===== config.mk =====
export PLATFORM = sky130hd
export DESIGN_NAME = frac_synth_program_registers
export DESIGN_NICKNAME = d
export VERILOG_FILES = /design/src/logic/frac_synth_pkg.sv /design/src/logic/pin_sync.sv /design/src/logic/tick_divider.sv /design/src/logic/frac_synth_program_registers.sv
export SDC_FILE = /design/constraint.sdc
export NUM_CORES = 1
export LEC_CHECK = 0
export ABC_CLOCK_PERIOD_IN_PS = 3000
export BUFFER_PORTS_ARGS = -buffer_cell sky130_fd_sc_hd__buf_2
export CAP_MARGIN = 5
export CORE_ASPECT_RATIO = 1.75
export CORE_MARGIN = 1
export CORE_UTILIZATION = 40
export CTS_BUF_LIST = sky130_fd_sc_hd__clkbuf_16
export CTS_CLUSTER_DIAMETER = 200
export DETAILED_ROUTE_END_ITERATION = 7
export PLACE_DENSITY_LB_ADDON = 0.1
export SLEW_MARGIN = 20
export SYNTH_ARGS = -nofsm -noshare
export SYNTH_HDL_FRONTEND = slang
export SYNTH_SLANG_ARGS = --single-unit

===== constraint.sdc =====
create_clock -name core_clk -period 3 [get_ports core_clk]
set_input_delay 0.6 -clock core_clk [delete_from_list [all_inputs] [get_ports core_clk]]
set_output_delay 0.6 -clock core_clk [all_outputs]
set_load 0.01 [all_outputs]

===== src/logic/frac_synth_pkg.sv =====
package frac_synth_pkg;

    // Serial word and select codes.
    localparam int word_bits = 24;
    localparam logic [1:0] divider_word_select = 2'h0;
    localparam logic [1:0] refdiv_word_select = 2'h1;
    localparam logic [1:0] control_word_select = 2'h2;
    localparam logic [1:0] noise_word_select = 2'h3;

    // Divider word fields.
    localparam int fast_lock_enable_bit = 23;
    localparam int int_value_msb = 22;
    localparam int int_value_lsb = 14;
    localparam int frac_value_msb = 13;
    localparam int frac_value_lsb = 2;

    // Reference divider word fields.
    localparam int load_control_bit = 23;
    localparam int test_output_select_msb = 22;
    localparam int test_output_select_lsb = 20;
    localparam int prescaler_select_bit = 18;
    localparam int ref_divide_msb = 17;
    localparam int ref_divide_lsb = 14;
    localparam int modulus_msb = 13;
    localparam int modulus_lsb = 2;

    // Control word fields.
    localparam int control_width = 16;
    localparam int counter_reset_bit = 2;
    localparam int charge_pump_tristate_bit = 3;
    localparam int power_down_bit = 4;
    localparam int lock_precision_bit = 5;

    // Noise and spur word.
    localparam int noise_width = 11;
    localparam logic [4:0] lowest_spur_setting = 5'h00;
    localparam logic [4:0] low_noise_spur_setting = 5'h1c;
    localparam logic [4:0] lowest_noise_setting = 5'h1f;

    // Lock detect counts in comparison cycles.
    localparam logic [5:0] lock_count_coarse = 6'h18;
    localparam logic [5:0] lock_count_fine = 6'h28;

    // Values after reset.
    localparam logic [8:0] int_value_reset = 9'h000;
    localparam logic [11:0] field12_reset = 12'h000;
    localparam logic [3:0] ref_divide_reset = 4'h1;
    localparam logic [15:0] control_reset = 16'h0000;
    localparam logic [10:0] noise_reset = 11'h000;

    typedef enum logic [7:0] {
        mux_tristate = 8'h01,
        mux_digital_lock = 8'h02,
        mux_feedback = 8'h04,
        mux_high = 8'h08,
        mux_reference = 8'h10,
        mux_analog_lock = 8'h20,
        mux_fast_lock = 8'h40,
        mux_low = 8'h80
    } test_output_mode_type;

    typedef struct packed {
        logic serial_clock;
        logic serial_data;
        logic latch_strobe;
    } serial_pins_type;

    typedef struct packed {
        logic [8:0] int_value;
        logic [11:0] frac_value;
        logic [11:0] fraction_denominator;
        logic prescaler_select_bit;
        logic [3:0] ref_divide;
    } divide_setting_type;

    typedef struct packed {
        logic error_small;
        logic error_large;
    } phase_error_type;

endpackage


===== src/logic/pin_sync.sv =====
`timescale 1ns/1ps

// Two-stage synchroniser; the first stage is read only by the second.
module pin_sync #(
    parameter int width = 1
) (
    // Clock and reset
    input wire logic core_clk,
    input wire logic reset,
    // Data
    input wire logic [width-1:0] async_in,
    output logic [width-1:0] sync_out
);

    logic [width-1:0] stage_one;
    logic [width-1:0] next_stage_one;
    logic [width-1:0] next_sync_out;

    always_comb
    begin
        next_stage_one = async_in;
        next_sync_out = stage_one;
        if (reset)
        begin
            next_stage_one = '0;
            next_sync_out = '0;
        end
    end

    always_ff @(posedge core_clk)
    begin
        stage_one <= next_stage_one;
        sync_out <= next_sync_out;
    end

endmodule


===== src/logic/tick_divider.sv =====
`timescale 1ns/1ps

module tick_divider (
    // Clock and reset
    input wire logic core_clk,
    input wire logic reset,
    // Control
    input wire logic hold,
    input wire logic [3:0] ratio,
    // Input edges and divided output
    input wire logic edge_in,
    output logic tick,
    output logic div_out
);

    logic [3:0] count;
    logic [3:0] next_count;
    logic next_tick;
    logic next_div_out;
    logic [3:0] limit;

    // A ratio of zero is outside the valid range and behaves as one.
    assign limit = (ratio == 4'h0) ? 4'h1 : ratio;

    always_comb
    begin
        next_count = count;
        next_tick = 1'b0;
        next_div_out = div_out;
        if (reset || hold)
        begin
            next_count = 4'h0;
            next_div_out = 1'b0;
        end
        else if (edge_in)
        begin
            if (count + 4'h1 >= limit)
            begin
                next_count = 4'h0;
                next_tick = 1'b1;
                next_div_out = ~div_out;
            end
            else
            begin
                next_count = count + 4'h1;
            end
        end
    end

    always_ff @(posedge core_clk)
    begin
        count <= next_count;
        tick <= next_tick;
        div_out <= next_div_out;
    end

endmodule


===== src/logic/frac_synth_program_registers.sv =====
`timescale 1ns/1ps

// Notes on behaviour
// - Words are 24 bits, MSB first on rising serial clock, latched on strobe rise.
// - Select 00 loads the divider word, 01 the reference divider word.
// - Select 11 loads the noise and spur word.
// - Divider word holds nine-bit integer and twelve-bit fraction for feedback division.
// - Fast-lock enable bit starts fast lock using the loaded timer value.
// - Fast lock drives sixteen times charge pump current, then one times after expiry.
// - Wide bandwidth lasts the timer count in comparison cycles.
// - Load control bit picks denominator or fast-lock timer for bits 13 to 2.
// - New denominator takes effect only at the next divider word write.
// - Prescaler bit selects 4/5 at 0, 8/9 at 1; host picks 8/9 above 2 GHz.
// - Four-bit reference ratio divides the reference input, ratios 1 to 15.
// - Three-bit select routes lock, dividers, levels or fast-lock switch to test pin.
// - Digital lock sets after 24 or 40 consecutive cycles with error under 15 ns.
// - Lock holds until a new channel or an error above 30 ns.
// - Lock precision bit chooses 24 cycles at 0 and 40 cycles at 1.
// - Control bit 2 holds the counters in reset.
// - Control bit 3 puts the charge pump in high impedance.
// - Control bit 4 powers down; clearing it restores operation.
// - Power-down loads counters, three-states the pump and resets lock detect.
// - Power-down keeps all registers and leaves the serial input working.
// - Noise bits 9,8,7,6,2 pick lowest spur, low noise and spur, lowest noise.
module frac_synth_program_registers (
    // Clock and reset
    input wire logic core_clk,
    input wire logic reset,
    // Serial programming pins
    input wire frac_synth_pkg::serial_pins_type serial_pins,
    // Reference input and divided feedback edges
    input wire logic reference_input,
    input wire logic feedback_input,
    // Phase detector error flags, one sample per comparison cycle
    input wire frac_synth_pkg::phase_error_type phase_error,
    // Programmed division, control and noise words
    output frac_synth_pkg::divide_setting_type divide_setting,
    output logic [15:0] control_word,
    output logic [10:0] noise_spur_word,
    output logic dither_enable,
    // Loop state
    output logic counters_reset,
    output logic power_down,
    output logic charge_pump_tristate,
    output logic charge_pump_gain_16x,
    output logic digital_lock,
    // Test output pin
    output logic test_output,
    output logic test_output_oe
);
    import frac_synth_pkg::*;

    ////////////////////////////////////////////////////////////////////////////////
    // Pin synchronisers and edges.

    serial_pins_type pins_sync;
    logic [1:0] clocks_sync;
    logic [1:0] errors_sync;
    logic sclk_prev;
    logic latch_prev;
    logic ref_prev;
    logic sclk_rise;
    logic latch_rise;
    logic ref_rise;

    pin_sync #(.width(3)) serial_sync (
        .core_clk(core_clk),
        .reset(reset),
        .async_in(serial_pins),
        .sync_out(pins_sync)
    );

    pin_sync #(.width(4)) loop_sync (
        .core_clk(core_clk),
        .reset(reset),
        .async_in({reference_input, feedback_input, phase_error.error_small, phase_error.error_large}),
        .sync_out({clocks_sync, errors_sync})
    );

    assign sclk_rise = pins_sync.serial_clock && !sclk_prev;
    assign latch_rise = pins_sync.latch_strobe && !latch_prev;
    assign ref_rise = clocks_sync[1] && !ref_prev;

    ////////////////////////////////////////////////////////////////////////////////
    // Shift register and register bank.

    logic [23:0] shift_reg;
    logic [11:0] pending_denominator;
    logic [11:0] fast_lock_timer;
    logic fast_lock_enable_bit;
    logic [2:0] test_output_select;
    logic new_channel;
    logic [23:0] next_shift_reg;
    logic [11:0] next_pending_denominator;
    logic [11:0] next_fast_lock_timer;
    logic next_fast_lock_enable_bit;
    logic [2:0] next_test_output_select;
    divide_setting_type next_divide_setting;
    logic [15:0] next_control_word;
    logic [10:0] next_noise_spur_word;
    logic next_new_channel;

    // The serial input stays live in power-down, so nothing here looks at it.
    always_comb
    begin
        next_shift_reg = shift_reg;
        next_pending_denominator = pending_denominator;
        next_fast_lock_timer = fast_lock_timer;
        next_fast_lock_enable_bit = fast_lock_enable_bit;
        next_test_output_select = test_output_select;
        next_divide_setting = divide_setting;
        next_control_word = control_word;
        next_noise_spur_word = noise_spur_word;
        next_new_channel = 1'b0;
        if (sclk_rise)
        begin
            next_shift_reg = {shift_reg[22:0], pins_sync.serial_data};
        end
        if (latch_rise)
        begin
            unique case (shift_reg[1:0])
                divider_word_select:
                begin
                    next_divide_setting.int_value = shift_reg[int_value_msb:int_value_lsb];
                    next_divide_setting.frac_value = shift_reg[frac_value_msb:frac_value_lsb];
                    next_divide_setting.fraction_denominator = pending_denominator;
                    next_fast_lock_enable_bit = shift_reg[frac_synth_pkg::fast_lock_enable_bit];
                    next_new_channel = 1'b1;
                end
                refdiv_word_select:
                begin
                    if (shift_reg[load_control_bit])
                    begin
                        next_fast_lock_timer = shift_reg[modulus_msb:modulus_lsb];
                    end
                    else
                    begin
                        next_pending_denominator = shift_reg[modulus_msb:modulus_lsb];
                    end
                    next_test_output_select = shift_reg[test_output_select_msb:test_output_select_lsb];
                    next_divide_setting.prescaler_select_bit = shift_reg[prescaler_select_bit];
                    next_divide_setting.ref_divide = shift_reg[ref_divide_msb:ref_divide_lsb];
                end
                control_word_select: next_control_word = shift_reg[control_width-1:0];
                noise_word_select: next_noise_spur_word = shift_reg[noise_width-1:0];
            endcase
        end
        if (reset)
        begin
            next_shift_reg = '0;
            next_pending_denominator = field12_reset;
            next_fast_lock_timer = field12_reset;
            next_fast_lock_enable_bit = 1'b0;
            next_test_output_select = 3'h0;
            next_divide_setting = {int_value_reset, field12_reset, field12_reset, 1'b0, ref_divide_reset};
            next_control_word = control_reset;
            next_noise_spur_word = noise_reset;
            next_new_channel = 1'b0;
        end
    end

    always_ff @(posedge core_clk)
    begin
        shift_reg <= next_shift_reg;
        sclk_prev <= reset ? 1'b0 : pins_sync.serial_clock;
        latch_prev <= reset ? 1'b0 : pins_sync.latch_strobe;
        ref_prev <= reset ? 1'b0 : clocks_sync[1];
        pending_denominator <= next_pending_denominator;
        fast_lock_timer <= next_fast_lock_timer;
        fast_lock_enable_bit <= next_fast_lock_enable_bit;
        test_output_select <= next_test_output_select;
        divide_setting <= next_divide_setting;
        control_word <= next_control_word;
        noise_spur_word <= next_noise_spur_word;
        new_channel <= next_new_channel;
    end

    ////////////////////////////////////////////////////////////////////////////////
    // Reference divider, fast lock, lock detect and test output.

    logic pfd_tick;
    logic ref_div_out;
    logic [11:0] fast_lock_count;
    logic [5:0] lock_count;
    logic [5:0] lock_target;
    logic [4:0] noise_setting;
    test_output_mode_type mux_mode;
    logic [11:0] next_fast_lock_count;
    logic next_gain_16x;
    logic [5:0] next_lock_count;
    logic next_digital_lock;
    logic next_test_output;
    logic next_test_output_oe;

    tick_divider reference_divider (
        .core_clk(core_clk),
        .reset(reset),
        .hold(counters_reset),
        .ratio(divide_setting.ref_divide),
        .edge_in(ref_rise),
        .tick(pfd_tick),
        .div_out(ref_div_out)
    );

    assign lock_target = control_word[lock_precision_bit] ? lock_count_fine : lock_count_coarse;
    assign noise_setting = {noise_spur_word[9:6], noise_spur_word[2]};
    assign mux_mode = test_output_mode_type'(8'h01 << test_output_select);

    always_comb
    begin
        next_fast_lock_count = fast_lock_count;
        next_gain_16x = charge_pump_gain_16x;
        next_lock_count = lock_count;
        next_digital_lock = digital_lock;
        // A new channel starts the wide-bandwidth interval from the loaded timer.
        if (new_channel && fast_lock_enable_bit && fast_lock_timer != 12'h000)
        begin
            next_fast_lock_count = fast_lock_timer;
            next_gain_16x = 1'b1;
        end
        else if (charge_pump_gain_16x && pfd_tick)
        begin
            next_fast_lock_count = fast_lock_count - 12'h001;
            if (fast_lock_count == 12'h001)
            begin
                next_gain_16x = 1'b0;
            end
        end
        if (new_channel || (pfd_tick && errors_sync[0]))
        begin
            next_lock_count = 6'h00;
            next_digital_lock = 1'b0;
        end
        else if (pfd_tick)
        begin
            if (errors_sync[1])
            begin
                next_lock_count = (lock_count < lock_target) ? lock_count + 6'h01 : lock_count;
                if (lock_count + 6'h01 >= lock_target)
                begin
                    next_digital_lock = 1'b1;
                end
            end
            else
            begin
                // Between the two windows the run restarts but an existing lock holds.
                next_lock_count = 6'h00;
            end
        end
        if (reset || control_word[power_down_bit])
        begin
            next_fast_lock_count = 12'h000;
            next_gain_16x = 1'b0;
            next_lock_count = 6'h00;
            next_digital_lock = 1'b0;
        end
    end

    always_comb
    begin
        next_test_output_oe = 1'b1;
        unique case (mux_mode)
            mux_tristate:
            begin
                next_test_output = 1'b0;
                next_test_output_oe = 1'b0;
            end
            mux_digital_lock: next_test_output = digital_lock;
            mux_feedback: next_test_output = clocks_sync[0] && !counters_reset;
            mux_high: next_test_output = 1'b1;
            mux_reference: next_test_output = ref_div_out;
            mux_analog_lock: next_test_output = digital_lock;
            mux_fast_lock: next_test_output = charge_pump_gain_16x;
            mux_low: next_test_output = 1'b0;
        endcase
        if (reset)
        begin
            next_test_output = 1'b0;
            next_test_output_oe = 1'b0;
        end
    end

    // Power-down forces the counters to load and the pump to three-state.
    always_ff @(posedge core_clk)
    begin
        fast_lock_count <= next_fast_lock_count;
        charge_pump_gain_16x <= next_gain_16x;
        lock_count <= next_lock_count;
        digital_lock <= next_digital_lock;
        test_output <= next_test_output;
        test_output_oe <= next_test_output_oe;
        counters_reset <= !reset && (control_word[counter_reset_bit] || control_word[power_down_bit]);
        charge_pump_tristate <= !reset && (control_word[charge_pump_tristate_bit] || control_word[power_down_bit]);
        power_down <= !reset && control_word[power_down_bit];
        dither_enable <= !reset && (noise_setting == lowest_spur_setting);
    end
endmodule


==> results of run 1 <==
==> metrics by stage <==
stage / util [%] / cells / setup WS (ns)
global route: 48.5 / 1019 / 0.853
detailed placement: 44.3 / 988 / 0.990
finish: 48.5 / 1019 / 1.00
global placement: 44.3 / 988 / 1.05
floorplan: - / 758 / 1.10
CTS: 48.5 / 1019 / 0.985
==> logic make-up after synthesis <==
| group | share of synthesized area (%) |
|---|---|
| and+or+nand+nor | 24.8 |
| buffers and inverters | 3.00 |
| adders and majority gates | 2.60 |
| muxes | 0.480 |
| DFF | 53.5 |
| AOI/OAI and AO/OA | 13.1 |
| xor gates and xnor gates | 2.52 |
==> worst max path at each step <==
stage | from | to | cells after the start
floorplan | control_word[5] | lock_count[3] | 6
global placement | control_word[5] | lock_count[3] | 6
detailed placement | control_word[5] | lock_count[3] | 6
CTS | control_word[5] | lock_count[3] | 6
global route | control_word[5] | lock_count[3] | 7
finish | control_word[5] | lock_count[3] | 6
==> cells in the mapped netlist (2+ instances only) <==
| library cell | n |
|---|---|
| xnor2_1 | 12 |
| or2_2 | 2 |
| ha_1 | 13 |
| clkbuf_1 | 44 |
| nor3b_1 | 3 |
| nand3_1 | 19 |
| a211oi_1 | 2 |
| nor2_1 | 30 |
| dfxtp_1 | 167 |
| nor2b_1 | 24 |
| nand2_1 | 233 |
| and2_1 | 4 |
| nand3b_1 | 3 |
| nand2b_1 | 6 |
| nor4_1 | 6 |
| nor4b_1 | 2 |
| or4_4 | 2 |
| o21ai_0 | 12 |
| a21o_1 | 3 |
| mux2i_1 | 3 |
| nor3_1 | 5 |
| or3_2 | 2 |
| inv_1 | 6 |
| a31oi_1 | 4 |
| a22oi_1 | 2 |
| nand4_1 | 2 |
| a311oi_1 | 2 |
| xor2_1 | 6 |
| a21oi_1 | 128 |
==> power by group <==
part | internal [mW] | switching [mW] | leakage, nW | total, mW
Combinational | 0.0271 | 0.0718 | 1.17 | 0.0989
Sequential | 2.23 | 0.00792 | 1.35 | 2.24
Clock | 1.47 | 0.892 | 0.312 | 2.36
Total | 3.73 | 0.972 | 2.83 | 4.70
==> layout by cell type (no fill, tap or decap), drive strengths merged, types with 3 or more instances in the layout <==
master	instances
and2	4
mux2i	3
nor2b	24
or3	3
clkbuf	17
a31oi	4
ha	13
xnor2	12
a21oi	128
xor2	6
or4	3
nor3b	3
nand2	233
o21ai	12
nand2b	6
clkinv	4
nor3	6
nand3b	3
bufinv	5
nand3	19
nor2	30
inv	9
nor4	6
buf	88
dfxtp	167
a21o	3
==> routing by layer <==
layer	global-route usage, %	vias to the layer above
met3	4.41	23
li1	-	2633
met2	35.4	96
met1	23.0	2436
met4	8.06	0
met5	0	-
==> final cells by class <==
type	instances	area share, %
sequential	167	45.0
multi-input combinational	541	36.8
timing repair buffer	88	6.20
clock buffer	17	5.73
tap	186	3.13
clock inverter	14	2.81
inverter	6	0.303
==> worst max-delay path, delay by kind of cell (launching register included) <==
kind | cells | cell delay (ns)
fa+ha+maj | 1 | 0.25
flops | 1 | 0.40
simple gates | 2 | 0.72
compound gates | 3 | 0.57
==> metrics.csv, run 1 <==
stage,metric,value,unit
outcome,status,"complete, no violations",
clock_tree,ctsResizeCount,0,
grt,grt.overflow.total,0,
clock_tree,cts_setup_buffers,0,
clock_tree,cts_root_buffer,clkbuf_16,
detailed_routing,route.met2.wl,8030,um
clock_tree,path_clk_slew,0.06,ns
min_path,min_to,serial_sync.stage_one[1],
sta,setup_tns,0,ns
placed_design,dp_hpwl,10500,um
critical_path,path_max_fanout,5,
clock_tree,cts.htree.levels,4,
floorplan,die_h,167,um
run,maxCapViolCount,0,
critical_path,worstRegToRegCells,6,
critical_path,r2r_slack,1.0,ns
detailed_routing,wl_met1,6610,um
finish,layout-drive-gt1-share,15.4,%
finish,fillerInstances,1512,
critical_path,worstSetupPathType,register to register,
grt,grt_pass1_wl,25000,um
placed_design,port_buffers,81,
yosys,ys_seq_area_share,53.5,%
detailed_routing,wire_per_inst,15.2,um
sta,whs,0.392,ns
yosys,synth_cells,758,
sta,finalSetupViolCount,0,
yosys,synth_warnings,0,
power_and_ir_drop,ir_worst_vdd,0.372,mV
floorplan,ios,82,
critical_path,r2r_start,control_word[5],
placed_design,place.gp.congestion,0.753,
yosys,synth_area_leaders,"dfxtp_1 (53%), nand2_1 (14%), a21oi_1 (10%)",
grt,track_usage,20.2,%
sta,timing.final.crit_share,66.7,%
floorplan,initial_core_util,40.8,%
sta,finalClockSkew,0.00814,ns
finish,insertedDiodeCount,0,
floorplan,core_area,15300,um2
yosys,synth_edf_count,0,
finish,regArea,3340,um2
yosys,syn_nets,780,
detailed_routing,firstDrtPassIters,4,
sta,min_period,2.00,ns
detailed_routing,ant_nets,0,
placed_design,placed_area,6790,um2
sta,worstMarginPinSlew,0.953,ns
sta,hold_viol,0,
sta,rsz0062_at_grt,false,
power_and_ir_drop,totalPowerFinal,4.70,mW
clock_tree,cts_buffer_depth,2,
clock_tree,clk_latency,0.42,ns
min_path,min_path_type,input port to register,
min_path,whs_path_depth,2,
finish,largest_reg_flops,38,
detailed_routing,drc,0,
sta,maxSlewViolCount,0,
sta,relSlewSlack,36.5,%
min_path,holdCritStartpoint,serial_pins[1],
grt,antenna_found_initial,0,
yosys,syn_avg_cell_area,8.25,um2
grt,grt_pass1_vias,5056,
detailed_routing,route.top_layer_used,met4,
yosys,netlist.top_cell.by_area,dfxtp_1,
yosys,synth_top_area_share,53.5,%
yosys,ys_ff_latch,167,
sta,max_freq,500,MHz
detailed_routing,wl,15500,um
detailed_routing,via_count,5188,
power_and_ir_drop,p_leak,2.83,nW
critical_path,cp-end-kind,register,
yosys,synth_cell_types,40,
clock_tree,tritoncts,built,
critical_path,worstReg2RegEnd,lock_count[3],
yosys,yosys_most_used_dff,dfxtp_1,
yosys,syn-cell-area,6250,um2
critical_path,cp.required,3.35,ns
critical_path,critPathLaunchType,register,
yosys,async_reset_ff_share,0,%
critical_path,max_stage_delay,0.46,ns
power_and_ir_drop,powerDensity,633,nW/um2
finish,fin_nets,843,
clock_tree,clkSinkCount,167,
floorplan,die_area,16200,um2
detailed_routing,viasPerCell,5.09,
clock_tree,cts_buffers,17,
floorplan,rows,60,
detailed_routing,route.met3.wl,494,um
critical_path,slowest_stage,or3b_2,
critical_path,crit_chain,ha_1 -> a21o_1 -> a21oi_1 -> and2_1 -> or3b_2 -> a31oi_1,
grt,grt_start_max_net_pins,76,
detailed_routing,drtIter0Drc,244,
critical_path,critPathArrivalTime,2.35,ns
finish,syn2layout_area_growth,18.7,%
floorplan,die_x,96.5,um
finish,multi_input_area,2730,um2
finish,finalInstanceArea,7430,um2
clock_tree,postCtsHoldBufs,0,
Power figures use the tool's default switching activity.
==> run 2: changes to the inputs <==
Settings changed: ABC_CLOCK_PERIOD_IN_PS 3000 to 1800.
Clock period 3 ns to 1.8 ns, I/O delays scaled along.
==> metrics.csv, run 2 (same netlist as run 1, synthesis figures left out) <==
stage,metric,value,unit
grt,grtUsageMet1,23.9,%
sta,maxSlewViolCount,0,
power_and_ir_drop,p_sw_share,21.6,%
critical_path,worstSetupPathType,register to register,
finish,syn2layout_area_growth,23.2,%
critical_path,cp.depth,5,
grt,grt_start_max_net_pins,55,
run,maxCapViolCount,0,
min_path,holdCritStartpoint,reference_input,
sta,rsz0062_at_grt,true,
critical_path,cp.required,2.09,ns
finish,final_cells,1047,
clock_tree,cts_root_buffer,clkbuf_16,
detailed_routing,via_count,5331,
placed_design,dp_hpwl,11100,um
power_and_ir_drop,p_int,5.98,mW
finish,final_common_cell,nand2_1,
finish,fin_nets,871,
sta,postLayoutSetupSlackWorst,-0.0103,ns
detailed_routing,drtIter0Drc,271,
clock_tree,clkSinkCount,167,
critical_path,worstReg2RegEnd,fast_lock_count[11],
power_and_ir_drop,p_sw,1.65,mW
critical_path,critPathLaunchType,register,
floorplan,ios,82,
detailed_routing,firstDrtPassIters,4,
min_path,min_path_type,input port to register,
sta,whs,0.152,ns
power_and_ir_drop,clock_power_share,48.5,%
clock_tree,cts.htree.levels,4,
floorplan,rows,60,
floorplan,die_x,96.5,um
critical_path,crit_family,simple AND/OR/NAND/NOR gates,
grt,antenna_found_initial,0,
clock_tree,path_clk_slew,0.06,ns
detailed_routing,wl,16100,um
finish,finalInstanceArea,7710,um2
placed_design,port_buffers,81,
clock_tree,postCtsHoldBufs,0,
critical_path,crit_start,fast_lock_count[3],
critical_path,path_max_fanout,5,
critical_path,crit_chain,or4_4 -> or4_4 -> nor3_4 -> xnor2_1 -> a21oi_1,
power_and_ir_drop,powerDensity,990,nW/um2
critical_path,r2r_start,fast_lock_count[3],
clock_tree,tritoncts,built,
outcome,violations,setup timing,
power_and_ir_drop,ir_worst_vdd,0.617,mV
placed_design,dp_slack,-0.0931,ns
critical_path,slowest_stage,or4_4,
sta,worstMarginPinSlew,0.549,ns
detailed_routing,viasPerCell,5.09,
sta,relSlewSlack,63.4,%
grt,grtUsageMet2,37.8,%
critical_path,critPathArrivalTime,2.10,ns
grt,met3_usage,3.95,%
sta,finalClockSkew,0.00780,ns
placed_design,place.gp.congestion,0.794,
floorplan,die_h,167,um
power_and_ir_drop,totalPowerFinal,7.63,mW
finish,fillerInstances,1545,
outcome,status,finished with violations,
grt,grt_pass1_vias,5271,
clock_tree,cts_buffer_depth,2,
sta,min_period,1.81,ns
critical_path,path_buf_inv,0,
critical_path,path_common_cell,or4_4,
power_and_ir_drop,pwr-share-comb,2.6,%
floorplan,initial_core_util,40.8,%
power_and_ir_drop,seq_power_share,48.9,%
finish,insertedDiodeCount,0,
detailed_routing,drc,0,
finish,largest_reg_flops,38,
clock_tree,cts_buffers,17,
power_and_ir_drop,p_leak,2.97,nW
sta,max_freq,552,MHz
floorplan,die_area,16200,um2
finish,layout-drive-gt1-share,20.7,%
sta,hold_viol,0,
detailed_routing,wire_per_inst,15.4,um
clock_tree,clk_latency,0.41,ns
placed_design,placed_cells,1014,
grt,grt_busiest_layer,met2,
critical_path,worstRegToRegCells,5,
grt,track_usage,21.0,%
placed_design,placed_area,7010,um2
sta,timing.final.crit_share,101,%
grt,grt.overflow.total,0,
critical_path,cp-end-kind,register,
finish,final_cell_mix,"nand2_1 (233), dfxtp_1 (157), a21oi_1 (127)",
sta,finalSetupViolCount,2,
grt,grt_pass1_wl,26000,um
critical_path,r2r_slack,-0.01,ns
critical_path,crit_end,fast_lock_count[11],
critical_path,max_stage_delay,0.56,ns
detailed_routing,ant_nets,0,
floorplan,core_area,15300,um2
[run 2: cell types whose count changed in the layout (fill, tap and decap cells not counted), moves of 2 or more]
cell / previous run / this run
ha_4: 0 / 2
ha_1: 13 / 10
bufinv_16: 5 / 3
inv_1: 8 / 5
dfxtp_1: 167 / 157
buf_4: 8 / 34
inv_8: 0 / 2
dfxtp_2: 0 / 9
[run 2: repair_timing]
item,4_1_cts,5_1_grt
hold endpoints to repair,0,0
gates resized for setup,9,12
buffers inserted,2,0
endpoints found under the setup margin,8,10
pin swaps,5,4
cloned,0,0
[run 2: per-stage QoR]
step                utilization [%]  TNS (ns)
finish                         50.3   -0.0139
global route                   50.3    -0.170
CTS                            50.1   -0.0243
detailed placement             45.8    -0.254
global placement               45.8         0
floorplan                         -         0
[run 2: final cells by class]
cell class                      count  area [um2]  area share [%]
Inverter                            6        22.5           0.292
Sequential cell                   167        3360            43.6
Clock buffer                       17         425            5.52
Clock inverter                     14         174            2.26
Tap cell                          186         233            3.02
Multi-Input combinational cell    541        2810            36.4
Timing Repair Buffer              116         687            8.91
[run 2: how the worst min path moves through the flow]
stage | end | slack [ns] | cells past startpoint
after floorplan | loop_sync.sync_out[0] | 0.41 | 1
after global placement | loop_sync.sync_out[3] | 0.42 | 1
after detailed placement | loop_sync.sync_out[3] | 0.43 | 1
after CTS | loop_sync.stage_one[3] | 0.14 | 2
after global routing | serial_sync.stage_one[1] | 0.14 | 2
final | loop_sync.stage_one[3] | 0.15 | 2
[run 2: layer usage]
layer	up-vias	wire (um)
li1	2696	-
met1	2520	6660
met2	104	8650
met3	11	592
met4	0	179
met5	-	0
[run 2: power by group through the flow]
stage	registers, mW	clock network [mW]	logic, mW
after global placement	3.81	0	0.188
after floorplan	3.81	0	0.123
after global routing	3.73	3.94	0.221
after CTS	3.73	3.78	0.201
after detailed placement	3.81	0	0.193
final	3.73	3.70	0.202
